--- src/bcsq_pkg.sv ---
// package: status word layout, codes and classification types for the bus status qualifier
package bcsq_pkg;
	localparam int STAT_W = 16;
	localparam int BIT_DIR = 0;
	localparam int BIT_SIZE_LO = 1;
	localparam int BIT_TYPE_LO = 3;
	localparam int BIT_MOD_LO = 5;
	localparam int BIT_ACK = 8;
	localparam int BIT_ERR = 9;
	localparam int BIT_START = 10;
	localparam int BIT_PROG = 11;
	localparam int BIT_GRANT = 12;
	localparam int BIT_LOCK_END = 13;
	localparam int BIT_INT_PEND = 14;
	localparam int BIT_QUAL = 15;
	localparam logic [15:0] STAT_RESET = 16'hFFFF;

	localparam logic [1:0] SIZE_BYTE = 2'h1;
	localparam logic [1:0] SIZE_WORD = 2'h2;
	localparam logic [1:0] SIZE_LONG = 2'h0;
	localparam logic [1:0] SIZE_LINE = 2'h3;

	typedef enum logic [2:0] {
		BCSQ_QUAL_NORMAL = 3'h1,
		BCSQ_QUAL_MUX = 3'h2,
		BCSQ_QUAL_OFF = 3'h4
	} bcsq_qmode_t;

	typedef enum logic [1:0] {
		BCSQ_SZ_BYTE = 2'h0,
		BCSQ_SZ_WORD = 2'h1,
		BCSQ_SZ_LONG = 2'h2,
		BCSQ_SZ_LINE = 2'h3
	} bcsq_size_t;

	typedef enum logic [3:0] {
		BCSQ_ACC_OTHER = 4'h0,
		BCSQ_ACC_USER_DATA = 4'h1,
		BCSQ_ACC_USER_PROG = 4'h2,
		BCSQ_ACC_SUPER_DATA = 4'h3,
		BCSQ_ACC_SUPER_PROG = 4'h4,
		BCSQ_ACC_CACHE_PUSH = 4'h5,
		BCSQ_ACC_XLAT_DATA = 4'h6,
		BCSQ_ACC_XLAT_PROG = 4'h7,
		BCSQ_ACC_ACK = 4'h8
	} bcsq_access_t;

	typedef enum logic [1:0] {
		BCSQ_HS_BUSY = 2'h0,
		BCSQ_HS_IDLE = 2'h1,
		BCSQ_HS_RETRY = 2'h2,
		BCSQ_HS_WAIT = 2'h3
	} bcsq_hs_t;

	// processor bus pins, strobes active low
	typedef struct packed {
		logic read_not_write;
		logic [1:0] transfer_size;
		logic [1:0] transfer_type;
		logic [2:0] transfer_modifier;
		logic transfer_ack_n;
		logic transfer_error_ack_n;
		logic transfer_start_n;
		logic transfer_in_progress_n;
		logic bus_grant_n;
		logic lock_end_n;
		logic interrupt_pending_n;
	} bcsq_bus_t;

	// decoded view of the captured state
	typedef struct packed {
		bcsq_size_t size;
		bcsq_access_t access;
		bcsq_hs_t handshake;
	} bcsq_class_t;
endpackage : bcsq_pkg

--- src/bcsq_top.sv ---
// status word packer and acquisition qualifier generator for a processor bus
// Operation
// - status is a 16-bit word, bit 0 least significant
// - bit 0 is direction: high read, low write
// - bits 1-2 transfer size; 01 byte, 10 word, 00 long, 11 line
// - bits 3-4 carry the transfer type lines unchanged
// - bits 5-7 carry the three transfer modifier lines
// - modifier/type classified into user, supervisor, cache, translation, ack accesses
// - bit 8 follows transfer acknowledge, low when memory responded
// - bit 9 follows transfer error acknowledge, low on failed response
// - bit 10 follows transfer start, low in first cycle of transfer
// - bit 11 follows transfer in progress, low while transfer runs
// - bit 12 follows bus grant, low when mastership granted
// - bit 13 follows lock end, low during last locked transfer
// - bit 14 follows interrupt pending, low once interrupt recognised
// - normal mode: in progress, ack or error ack, and not start
// - mux mode: in progress and any of ack, error ack, start
`timescale 1ns/1ps
module bcsq_top (
	input wire logic clk_sys,
	input wire logic rst_n,
	input wire bcsq_pkg::bcsq_bus_t bus_in,
	input wire bcsq_pkg::bcsq_qmode_t qual_mode,
	output logic [15:0] status_word,
	output logic acquisition_qualifier,
	output bcsq_pkg::bcsq_class_t bus_class
);
	logic [15:0] status_reg;
	logic [15:0] status_next;
	logic qual_reg;
	logic qual_next;
	bcsq_pkg::bcsq_class_t class_reg;
	bcsq_pkg::bcsq_size_t size_next;
	bcsq_pkg::bcsq_access_t access_next;
	bcsq_pkg::bcsq_hs_t handshake_next;
	logic size_byte;
	logic size_word;
	logic size_long;
	logic acc_ack;
	logic acc_user_data;
	logic acc_user_prog;
	logic acc_super_data;
	logic acc_super_prog;
	logic acc_cache_push;
	logic acc_xlat_data;
	logic acc_xlat_prog;
	logic hs_idle;
	logic hs_retry;
	logic hs_wait;

	wire logic ack_low = ~bus_in.transfer_ack_n;
	wire logic err_low = ~bus_in.transfer_error_ack_n;
	wire logic start_low = ~bus_in.transfer_start_n;
	wire logic prog_low = ~bus_in.transfer_in_progress_n;
	wire logic qual_normal = prog_low & (ack_low | err_low) & ~start_low;
	wire logic qual_mux = prog_low & (ack_low | err_low | start_low);
	// codes outside the one-hot set act as normal, so a bad jumper still stores cycles
	wire logic mode_mux = qual_mode == bcsq_pkg::BCSQ_QUAL_MUX;
	wire logic mode_off = qual_mode == bcsq_pkg::BCSQ_QUAL_OFF;
	// modifier lines above type lines, type in the two lowest bits
	wire logic [4:0] mod_type = {bus_in.transfer_modifier, bus_in.transfer_type};
	// in progress, start, error ack, ack from high to low
	wire logic [3:0] handshake_group = {bus_in.transfer_in_progress_n, bus_in.transfer_start_n,
		bus_in.transfer_error_ack_n, bus_in.transfer_ack_n};

	assign qual_next = mode_off ? 1'b0 : (mode_mux ? qual_mux : qual_normal);

	// size pins stay raw in the word; the class carries a local encoding
	bcsq_match #(.W(2), .CARE(2'h3), .MATCH(bcsq_pkg::SIZE_BYTE)) i_size_byte (
		.value(bus_in.transfer_size),
		.hit(size_byte)
	);

	bcsq_match #(.W(2), .CARE(2'h3), .MATCH(bcsq_pkg::SIZE_WORD)) i_size_word (
		.value(bus_in.transfer_size),
		.hit(size_word)
	);

	bcsq_match #(.W(2), .CARE(2'h3), .MATCH(bcsq_pkg::SIZE_LONG)) i_size_long (
		.value(bus_in.transfer_size),
		.hit(size_long)
	);

	// access patterns; a clear care bit is a don't-care position
	bcsq_match #(.W(5), .CARE(5'h03), .MATCH(5'h03)) i_acc_ack (
		.value(mod_type),
		.hit(acc_ack)
	);

	bcsq_match #(.W(5), .CARE(5'h1E), .MATCH(5'h04)) i_acc_user_data (
		.value(mod_type),
		.hit(acc_user_data)
	);

	bcsq_match #(.W(5), .CARE(5'h1F), .MATCH(5'h08)) i_acc_user_prog (
		.value(mod_type),
		.hit(acc_user_prog)
	);

	bcsq_match #(.W(5), .CARE(5'h1E), .MATCH(5'h14)) i_acc_super_data (
		.value(mod_type),
		.hit(acc_super_data)
	);

	bcsq_match #(.W(5), .CARE(5'h1F), .MATCH(5'h18)) i_acc_super_prog (
		.value(mod_type),
		.hit(acc_super_prog)
	);

	bcsq_match #(.W(5), .CARE(5'h1F), .MATCH(5'h00)) i_acc_cache_push (
		.value(mod_type),
		.hit(acc_cache_push)
	);

	bcsq_match #(.W(5), .CARE(5'h1F), .MATCH(5'h0C)) i_acc_xlat_data (
		.value(mod_type),
		.hit(acc_xlat_data)
	);

	bcsq_match #(.W(5), .CARE(5'h1F), .MATCH(5'h10)) i_acc_xlat_prog (
		.value(mod_type),
		.hit(acc_xlat_prog)
	);

	// handshake patterns over the four strobes
	bcsq_match #(.W(4), .CARE(4'h8), .MATCH(4'h8)) i_hs_idle (
		.value(handshake_group),
		.hit(hs_idle)
	);

	bcsq_match #(.W(4), .CARE(4'hB), .MATCH(4'h0)) i_hs_retry (
		.value(handshake_group),
		.hit(hs_retry)
	);

	bcsq_match #(.W(4), .CARE(4'hB), .MATCH(4'h3)) i_hs_wait (
		.value(handshake_group),
		.hit(hs_wait)
	);

	assign size_next = size_byte ? bcsq_pkg::BCSQ_SZ_BYTE :
		size_word ? bcsq_pkg::BCSQ_SZ_WORD :
		size_long ? bcsq_pkg::BCSQ_SZ_LONG :
		bcsq_pkg::BCSQ_SZ_LINE;

	// ack pattern first: it shares no code with the others, so the order only fixes intent
	assign access_next = acc_ack ? bcsq_pkg::BCSQ_ACC_ACK :
		acc_user_data ? bcsq_pkg::BCSQ_ACC_USER_DATA :
		acc_user_prog ? bcsq_pkg::BCSQ_ACC_USER_PROG :
		acc_super_data ? bcsq_pkg::BCSQ_ACC_SUPER_DATA :
		acc_super_prog ? bcsq_pkg::BCSQ_ACC_SUPER_PROG :
		acc_cache_push ? bcsq_pkg::BCSQ_ACC_CACHE_PUSH :
		acc_xlat_data ? bcsq_pkg::BCSQ_ACC_XLAT_DATA :
		acc_xlat_prog ? bcsq_pkg::BCSQ_ACC_XLAT_PROG :
		bcsq_pkg::BCSQ_ACC_OTHER;

	assign handshake_next = hs_idle ? bcsq_pkg::BCSQ_HS_IDLE :
		hs_retry ? bcsq_pkg::BCSQ_HS_RETRY :
		hs_wait ? bcsq_pkg::BCSQ_HS_WAIT :
		bcsq_pkg::BCSQ_HS_BUSY;

	always_comb begin
		status_next = '0;
		status_next[bcsq_pkg::BIT_DIR] = bus_in.read_not_write;
		status_next[bcsq_pkg::BIT_SIZE_LO +: 2] = bus_in.transfer_size;
		status_next[bcsq_pkg::BIT_TYPE_LO +: 2] = bus_in.transfer_type;
		status_next[bcsq_pkg::BIT_MOD_LO +: 3] = bus_in.transfer_modifier;
		status_next[bcsq_pkg::BIT_ACK] = bus_in.transfer_ack_n;
		status_next[bcsq_pkg::BIT_ERR] = bus_in.transfer_error_ack_n;
		status_next[bcsq_pkg::BIT_START] = bus_in.transfer_start_n;
		status_next[bcsq_pkg::BIT_PROG] = bus_in.transfer_in_progress_n;
		status_next[bcsq_pkg::BIT_GRANT] = bus_in.bus_grant_n;
		status_next[bcsq_pkg::BIT_LOCK_END] = bus_in.lock_end_n;
		status_next[bcsq_pkg::BIT_INT_PEND] = bus_in.interrupt_pending_n;
		status_next[bcsq_pkg::BIT_QUAL] = qual_next;
	end

	// one register stage keeps word, qualifier and class aligned to the same bus state
	always_ff @(posedge clk_sys) begin
		if (!rst_n) begin
			// qualifier bit held low so the analyzer stores nothing during reset
			status_reg <= {1'b0, bcsq_pkg::STAT_RESET[14:0]};
			qual_reg <= 1'b0;
			class_reg <= '0;
		end else begin
			status_reg <= status_next;
			qual_reg <= qual_next;
			class_reg.size <= size_next;
			class_reg.access <= access_next;
			class_reg.handshake <= handshake_next;
		end
	end

	assign status_word = status_reg;
	assign acquisition_qualifier = qual_reg;
	assign bus_class = class_reg;
endmodule : bcsq_top

// masked compare: hit when every cared-for bit equals the pattern
module bcsq_match #(
	parameter int W = 5,
	parameter logic [W-1:0] CARE = '1,
	parameter logic [W-1:0] MATCH = '0
) (
	input wire logic [W-1:0] value,
	output logic hit
);
	assign hit = ((value ^ MATCH) & CARE) == '0;
endmodule : bcsq_match

--- config.mk ---
export PLATFORM = sky130hd
export DESIGN_NAME = bcsq_top
export DESIGN_NICKNAME = d
export VERILOG_FILES = /design/src/bcsq_pkg.sv /design/src/bcsq_top.sv
export SDC_FILE = /design/constraint.sdc
export NUM_CORES = 1
export LEC_CHECK = 0
export ABC_AREA = 1
export BUFFER_PORTS_ARGS = -buffer_cell sky130_fd_sc_hd__buf_2
export CORE_MARGIN = 2
export CORE_UTILIZATION = 37
export DETAILED_ROUTE_END_ITERATION = 8
export PLACE_DENSITY_LB_ADDON = 0.15
export SYNTH_ARGS = -nofsm -noshare
export SYNTH_HDL_FRONTEND = slang
export SYNTH_HIERARCHICAL = 1
export SYNTH_SLANG_ARGS = --single-unit
--- constraint.sdc ---
create_clock -name clk_sys -period 1.1 [get_ports clk_sys]
set_input_delay 0.22 -clock clk_sys [delete_from_list [all_inputs] [get_ports clk_sys]]
set_output_delay 0.22 -clock clk_sys [all_outputs]
set_load 0.01 [all_outputs]
==> results of run 1 <==
==> cells in the final DEF (no fill, tap or decap) <==
master	instances
nand2_1	23
o21ai_0	1
or2_2	4
dfxtp_1	24
nor3b_1	1
buf_4	1
clkbuf_4	3
inv_2	1
nor3_1	1
nor3_2	2
buf_2	44
a211oi_2	1
nor2_1	13
clkbuf_8	1
nor2_2	5
a21oi_1	4
nand3_1	6
a211oi_1	1
inv_1	35
or2_1	11
==> state kept, by name, indices dropped and copies added, names as in the netlist <==
signal	flops
bus_class	8
status_word	16
==> how the worst min path moves through the flow <==
stage,startpoint,end,slack [ps],depth (start not counted)
after floorplan,rst_n,status_word[11],290,1
after global placement,bus_in[14],status_word[0],400,2
after detailed placement,bus_in[14],status_word[0],400,2
after CTS,qual_mode[2],status_word[15],70,2
after global routing,qual_mode[2],status_word[15],70,2
final,qual_mode[2],status_word[15],70,2
==> power by group <==
| part | switching [W] | total [W] | leakage, nW | internal, W |
|---|---|---|---|---|
| Clock | 0.000253 | 0.000455 | 0.0210 | 0.000202 |
| Combinational | 0.000136 | 0.000240 | 0.478 | 0.000104 |
| Sequential | 0.00000867 | 0.000922 | 0.199 | 0.000913 |
| Total | 0.000398 | 0.00162 | 0.698 | 0.00122 |
==> routing by layer <==
metal  up-vias  wire length (um)  global-route usage [%]
met2        25               915                    20.5
met5         -                 0                       0
met1       389               789                    12.8
li1        481                 -                       -
met3         2               112                    2.56
met4         0                27                    7.14
==> layout make-up <==
type                    count  share of cell area, %
inverters                  36                   10.5
multi-input cells          73                   28.6
flip-flops and latches     24                   37.4
well taps                  30                   2.92
repair buffers             45                   17.7
clock buffers               4                   2.82
==> through the flow <==
stage / TNS, ps / cells / total power, W
after floorplan: 0 / 136 / 0.00108
after global placement: -16.0 / 208 / 0.00118
after detailed placement: -55.4 / 208 / 0.00119
after CTS: 0 / 212 / 0.00163
after global routing: 0 / 212 / 0.00169
final: 0 / 212 / 0.00162
==> logic make-up after synthesis <==
group	count (synthesis)	share of synthesized area (%)
compound gates	7	4.46
buf+inv	39	16.0
flops	24	47.6
simple gates	66	32.0
==> flow_summary_export.csv, run 1 <==
group,metric,value,unit
floorplanning,initial_core_util,40.0,%
layout,multi_input_area,368,um2
job,drv_cap,0,
run_status,status,"completed",
timing,fin_crit_sh,90.3,%
floorplanning,die_h,56.2,um
layout,num-fill-cells,261,
yosys,syn_nets,156,
yosys,synth_cell_type_count,18,
clock_tree,cts_buffers,3,
yosys,syn_area_per_cell,7.42,um2
timing,period_needed,993,ps
timing,tightest_slew,267,ps
timing,relSlewSlack,82.2,%
timing,finalSetupViolCount,0,
layout,drive_gt1_share,34.1,%
layout,area_delta_synth_final,27.3,%
grt,grt_max_degree,19,
yosys,yosysWarnings,6,
timing,fin_ws,107,ps
route,drtPass1Iterations,4,
route,vias,897,
yosys,synth_edf_count,0,
setup_path,crit_chain,"buf_2",
setup_path,end_kind,"primary output",
layout,seq_area,480,um2
setup_path,critPathMaxFanout,2,
layout,diodes,0,
setup_path,endpoint,"status_word[15]",
setup_path,cp_num_cells,1,
yosys,dominantRegCellSynth,"dfxtp_1",
grt,antenna_found_initial,0,
floorplanning,pin_count,45,
yosys,syn_inst,136,
power,vdd_drop_max,625,uV
yosys,syn_area,1010,um2
route,drtAntennaViolNets,0,
clock_tree,holdBufCountCts,0,
grt,grt_pass1_wl,2.95,mm
route,routed_wl,1.85,mm
timing,rsz0062_at_grt,"false",
yosys,synth_common_cells,"inv_1 (35), dfxtp_1 (24), nand2_1 (23), nor2_1 (13), or2_1 (11)",
floorplanning,rows,18,
power,p_per_area,1260,nW/um2
route,drc,0,
yosys,synth-seq-area-share,47.6,%
clock_tree,htreeDepth,1,
setup_path,worstSetupPathType,"flip-flop to primary output",
timing,finalHoldViolCount,0,
placed_design,place_area,1250,um2
clock_tree,cts.sink_count,24,
clock_tree,tritoncts,"yes",
clock_tree,clock_path_buffers,2,
layout,finish.net_count,203,
clock_tree,cts_setup_buffers,0,
route,avgRoutedWirePerCell,8.70,um
timing,drv_slew,0,
yosys,synth_top_area_cell,"dfxtp_1",
setup_path,crit_family,"flip-flops",
floorplanning,die_width,56.2,um
placed_design,dp_slack,-40.6,ps
min_path,hp-class,"primary input to flip-flop",
yosys,synth_area_leaders,"dfxtp_1 (48%), inv_1 (13%), nand2_1 (8.6%), or2_1 (6.8%), nor2_1 (4.8%)",
yosys,synth_top_area_share,47.6,%
layout,fin_area,1280,um2
setup_path,cp.required,880,ps
grt,gr-total-overflow,0,
timing,clock.fmax,1010,MHz
setup_path,crit_buf_inv,1,
setup_path,slowest_stage,"dfxtp_1",
setup_path,slowest_delay,340,ps
floorplanning,coreArea,2520,um2
placed_design,portBuffers,44,
yosys,async_flop_share,0,%
yosys,yosysMostFrequentCell,"inv_1",
grt,first_global_vias,741,
placed_design,gp_congestion,0.726,
clock_tree,root_buffer,"clkbuf_4",
placed_design,dpl.hpwl,1.45,mm
floorplanning,die_area,3160,um2
grt,grt_usage,11.7,%
setup_path,critPathLaunch,"status_word[15]",
power,leakage,0.698,nW
timing,timing.hold.ws,72.1,ps
route,viasPerCell,4.23,
setup_path,crit_arrival,770,ps
route,drt_iter0_markers,13,
setup_path,start_kind,"flip-flop",
layout,final_core_util,50.9,%
yosys,ys_ff_latch,24,
clock_tree,path_clk_slew,130,ps
clock_tree,cts_resized,0,
Power figures use the tool's default switching activity.
==> run 2: changes to the inputs <==
--- a/config.mk
+++ b/config.mk
@@ -5,12 +5,12 @@
 export SDC_FILE = /design/constraint.sdc
 export NUM_CORES = 1
 export LEC_CHECK = 0
-export ABC_AREA = 1
-export BUFFER_PORTS_ARGS = -buffer_cell sky130_fd_sc_hd__buf_2
 export CORE_MARGIN = 2
 export CORE_UTILIZATION = 37
 export DETAILED_ROUTE_END_ITERATION = 8
+export DONT_BUFFER_PORTS = 1
 export PLACE_DENSITY_LB_ADDON = 0.15
+export REMOVE_ABC_BUFFERS = 1
 export SYNTH_ARGS = -nofsm -noshare
 export SYNTH_HDL_FRONTEND = slang
 export SYNTH_HIERARCHICAL = 1
==> run 2 against run 1 <==
  * Synthesized cell count shrank 35%
  * Combinational power decreased by 44%
  * Final cell count fell by 36%
  * Count of clock-buffer cells in the layout did not move
  * Final area is 11% lower
  * Largest power group unchanged
==> flow_summary_export.csv, run 2 <==
group,metric,value,unit
min_path,hp-class,"primary input to flip-flop",
power,switchingPower,0.000329,W
layout,finish.net_count,127,
setup_path,slowest_stage,"dlygate4sd3_1",
route,avgRoutedWirePerCell,12.7,um
route,routed_wl,1.72,mm
yosys,syn_inst,88,
timing,rsz0062_at_grt,"false",
grt,grt_usage,12.9,%
setup_path,crit_family,"buffers and inverters",
route,drtAntennaViolNets,0,
power,switching_share,21.4,%
floorplanning,die_width,53.7,um
setup_path,crit_buf_inv,1,
timing,finalHoldViolCount,0,
clock_tree,cts_buffers,3,
yosys,syn_area_per_cell,10.4,um2
clock_tree,clock_path_buffers,2,
yosys,dominantRegCellSynth,"dfxtp_1",
power,p_int,0.00121,W
yosys,yosysWarnings,6,
route,vias,664,
grt,first_global_vias,643,
layout,final_core_util,47.4,%
yosys,syn_area,913,um2
timing,clock.fmax,1000,MHz
floorplanning,pin_count,45,
route,drtPass1Iterations,4,
setup_path,critPathMaxFanout,14,
grt,gr-total-overflow,0,
layout,final_cell_mix,"dfxtp_1 (24), nand2b_1 (18), dlygate4sd3_1 (16)",
layout,area_delta_synth_final,24.9,%
placed_design,post-place-cells,116,
route,drc,0,
grt,met1_usage,12.6,%
yosys,synth-seq-area-share,52.6,%
layout,largest_reg_flops,16,
power,leakage,0.436,nW
clock_tree,cts.sink_count,24,
yosys,synth_top_area_share,52.6,%
layout,diodes,0,
grt,busiest_layer,"met2",
yosys,synth_area_leaders,"dfxtp_1 (53%), nand2b_1 (12%), nor2_1 (4.1%), nor2b_4 (3.0%), nor4_2 (2.7%)",
placed_design,portBuffers,0,
timing,fin_crit_sh,90.9,%
grt,grt_util_met2,23.4,%
timing,drv_slew,0,
yosys,yosysMostFrequentCell,"dfxtp_1",
route,drt_iter0_markers,5,
layout,final_common_cell,"dfxtp_1",
power,p_comb_share,8.7,%
timing,finalSetupViolCount,0,
setup_path,worstSetupPathType,"primary input to flip-flop",
floorplanning,coreArea,2410,um2
setup_path,end_kind,"flip-flop",
layout,final_cells,136,
yosys,synth_top_area_cell,"dfxtp_1",
power,power_frac_seq,62.1,%
floorplanning,initial_core_util,37.9,%
setup_path,crit_chain,"dlygate4sd3_1 -> nand2b_1",
clock_tree,tritoncts,"yes",
yosys,synth_edf_count,0,
layout,drive_gt1_share,14.2,%
power,p_per_area,1350,nW/um2
power,vdd_drop_max,568,uV
grt,antenna_found_initial,0,
clock_tree,root_buffer,"clkbuf_4",
clock_tree,htreeDepth,1,
setup_path,cp.required,1290,ps
power,clkPwrFrac,29.2,%
floorplanning,die_area,2880,um2
clock_tree,cts_setup_buffers,0,
placed_design,dpl.hpwl,1.17,mm
grt,grt_pass1_wl,2.64,mm
yosys,synth_common_cells,"dfxtp_1 (24), nand2b_1 (18), nor2_1 (10), a21oi_1 (3), and2_1 (3)",
grt,grt_max_degree,15,
clock_tree,path_clk_slew,120,ps
grt,gr-usage-met3,5.00,%
job,drv_cap,0,
run_status,status,"completed",
timing,tightest_slew,511,ps
setup_path,slowest_delay,860,ps
floorplanning,die_h,53.7,um
setup_path,crit_arrival,1190,ps
route,viasPerCell,4.88,
yosys,async_flop_share,0,%
floorplanning,rows,18,
yosys,synth_cell_type_count,30,
setup_path,start_kind,"primary input",
timing,period_needed,1000,ps
timing,relSlewSlack,65.8,%
placed_design,gp_congestion,0.664,
yosys,ys_ff_latch,24,
==> run 2: path summary, 6_finish.rpt <==
| kind | start | slack [ps] | to | cells past startpoint |
|---|---|---|---|---|
| worst max-delay path | rst_n | 100 | status_word[13] | 2 |
| worst min-delay path | bus_in[1] | 20 | status_word[13] | 1 |
==> run 2: repair_timing <==
item | CTS | global route
endpoints found under the hold margin | 16 | 3
endpoints found under the setup margin | 0 | 1
hold buffers | 13 | 3
gates resized for setup | 0 | 1
==> run 2: kinds of logic (layout without fill, tap and decap cells) <==
group           Yosys count  in the layout  share of synthesized area, %
compound gates            9              9                          7.12
buf+inv                   5             23                          3.01
flops                    24             24                          52.6
simple gates             50             50                          37.3
==> run 2: final cells by class <==
type                    count  area (um2)
clock buffers               4        36.3
inverters                   1        3.75
well taps                  30        37.5
multi-input cells          59         408
repair buffers             18         175
fillers                   225        1270
flip-flops and latches     24         480
==> run 2: power groups by stage <==
| stage | clock network (W) | registers [W] | logic [W] |
|---|---|---|---|
| 2_1_floorplan | 0 | 0.000969 | 0.0000712 |
| 3_3_place_gp | 0 | 0.000975 | 0.0000821 |
| 3_5_place_dp | 0 | 0.000975 | 0.0000833 |
| 4_1_cts | 0.000478 | 0.000956 | 0.000127 |
| 5_1_grt | 0.000503 | 0.000961 | 0.000148 |
| 6_report | 0.000448 | 0.000954 | 0.000134 |
==> run 2: stage by stage <==
| stage | power [W] | instance area (um2) | setup TNS, ps | hold slack (ps) | worst slack (ps) |
|---|---|---|---|---|---|
| 4_1_cts | 0.00156 | 1110 | 0 | 5.09 | 30.4 |
| 5_1_grt | 0.00161 | 1140 | 0 | 1.59 | 4.27 |
| 3_3_place_gp | 0.00106 | 942 | -571 | 294 | -278 |
| 2_1_floorplan | 0.00104 | 890 | -297 | 293 | -231 |
| 3_5_place_dp | 0.00106 | 942 | -613 | 298 | -311 |
| 6_report | 0.00154 | 1140 | 0 | 18.9 | 99.9 |
==> run 2: per-layer routing <==
| layer | wire [um] | up-vias |
|---|---|---|
| met5 | 0 | - |
| met2 | 870 | 23 |
| li1 | - | 331 |
| met4 | 18 | 0 |
| met3 | 116 | 2 |
| met1 | 718 | 308 |
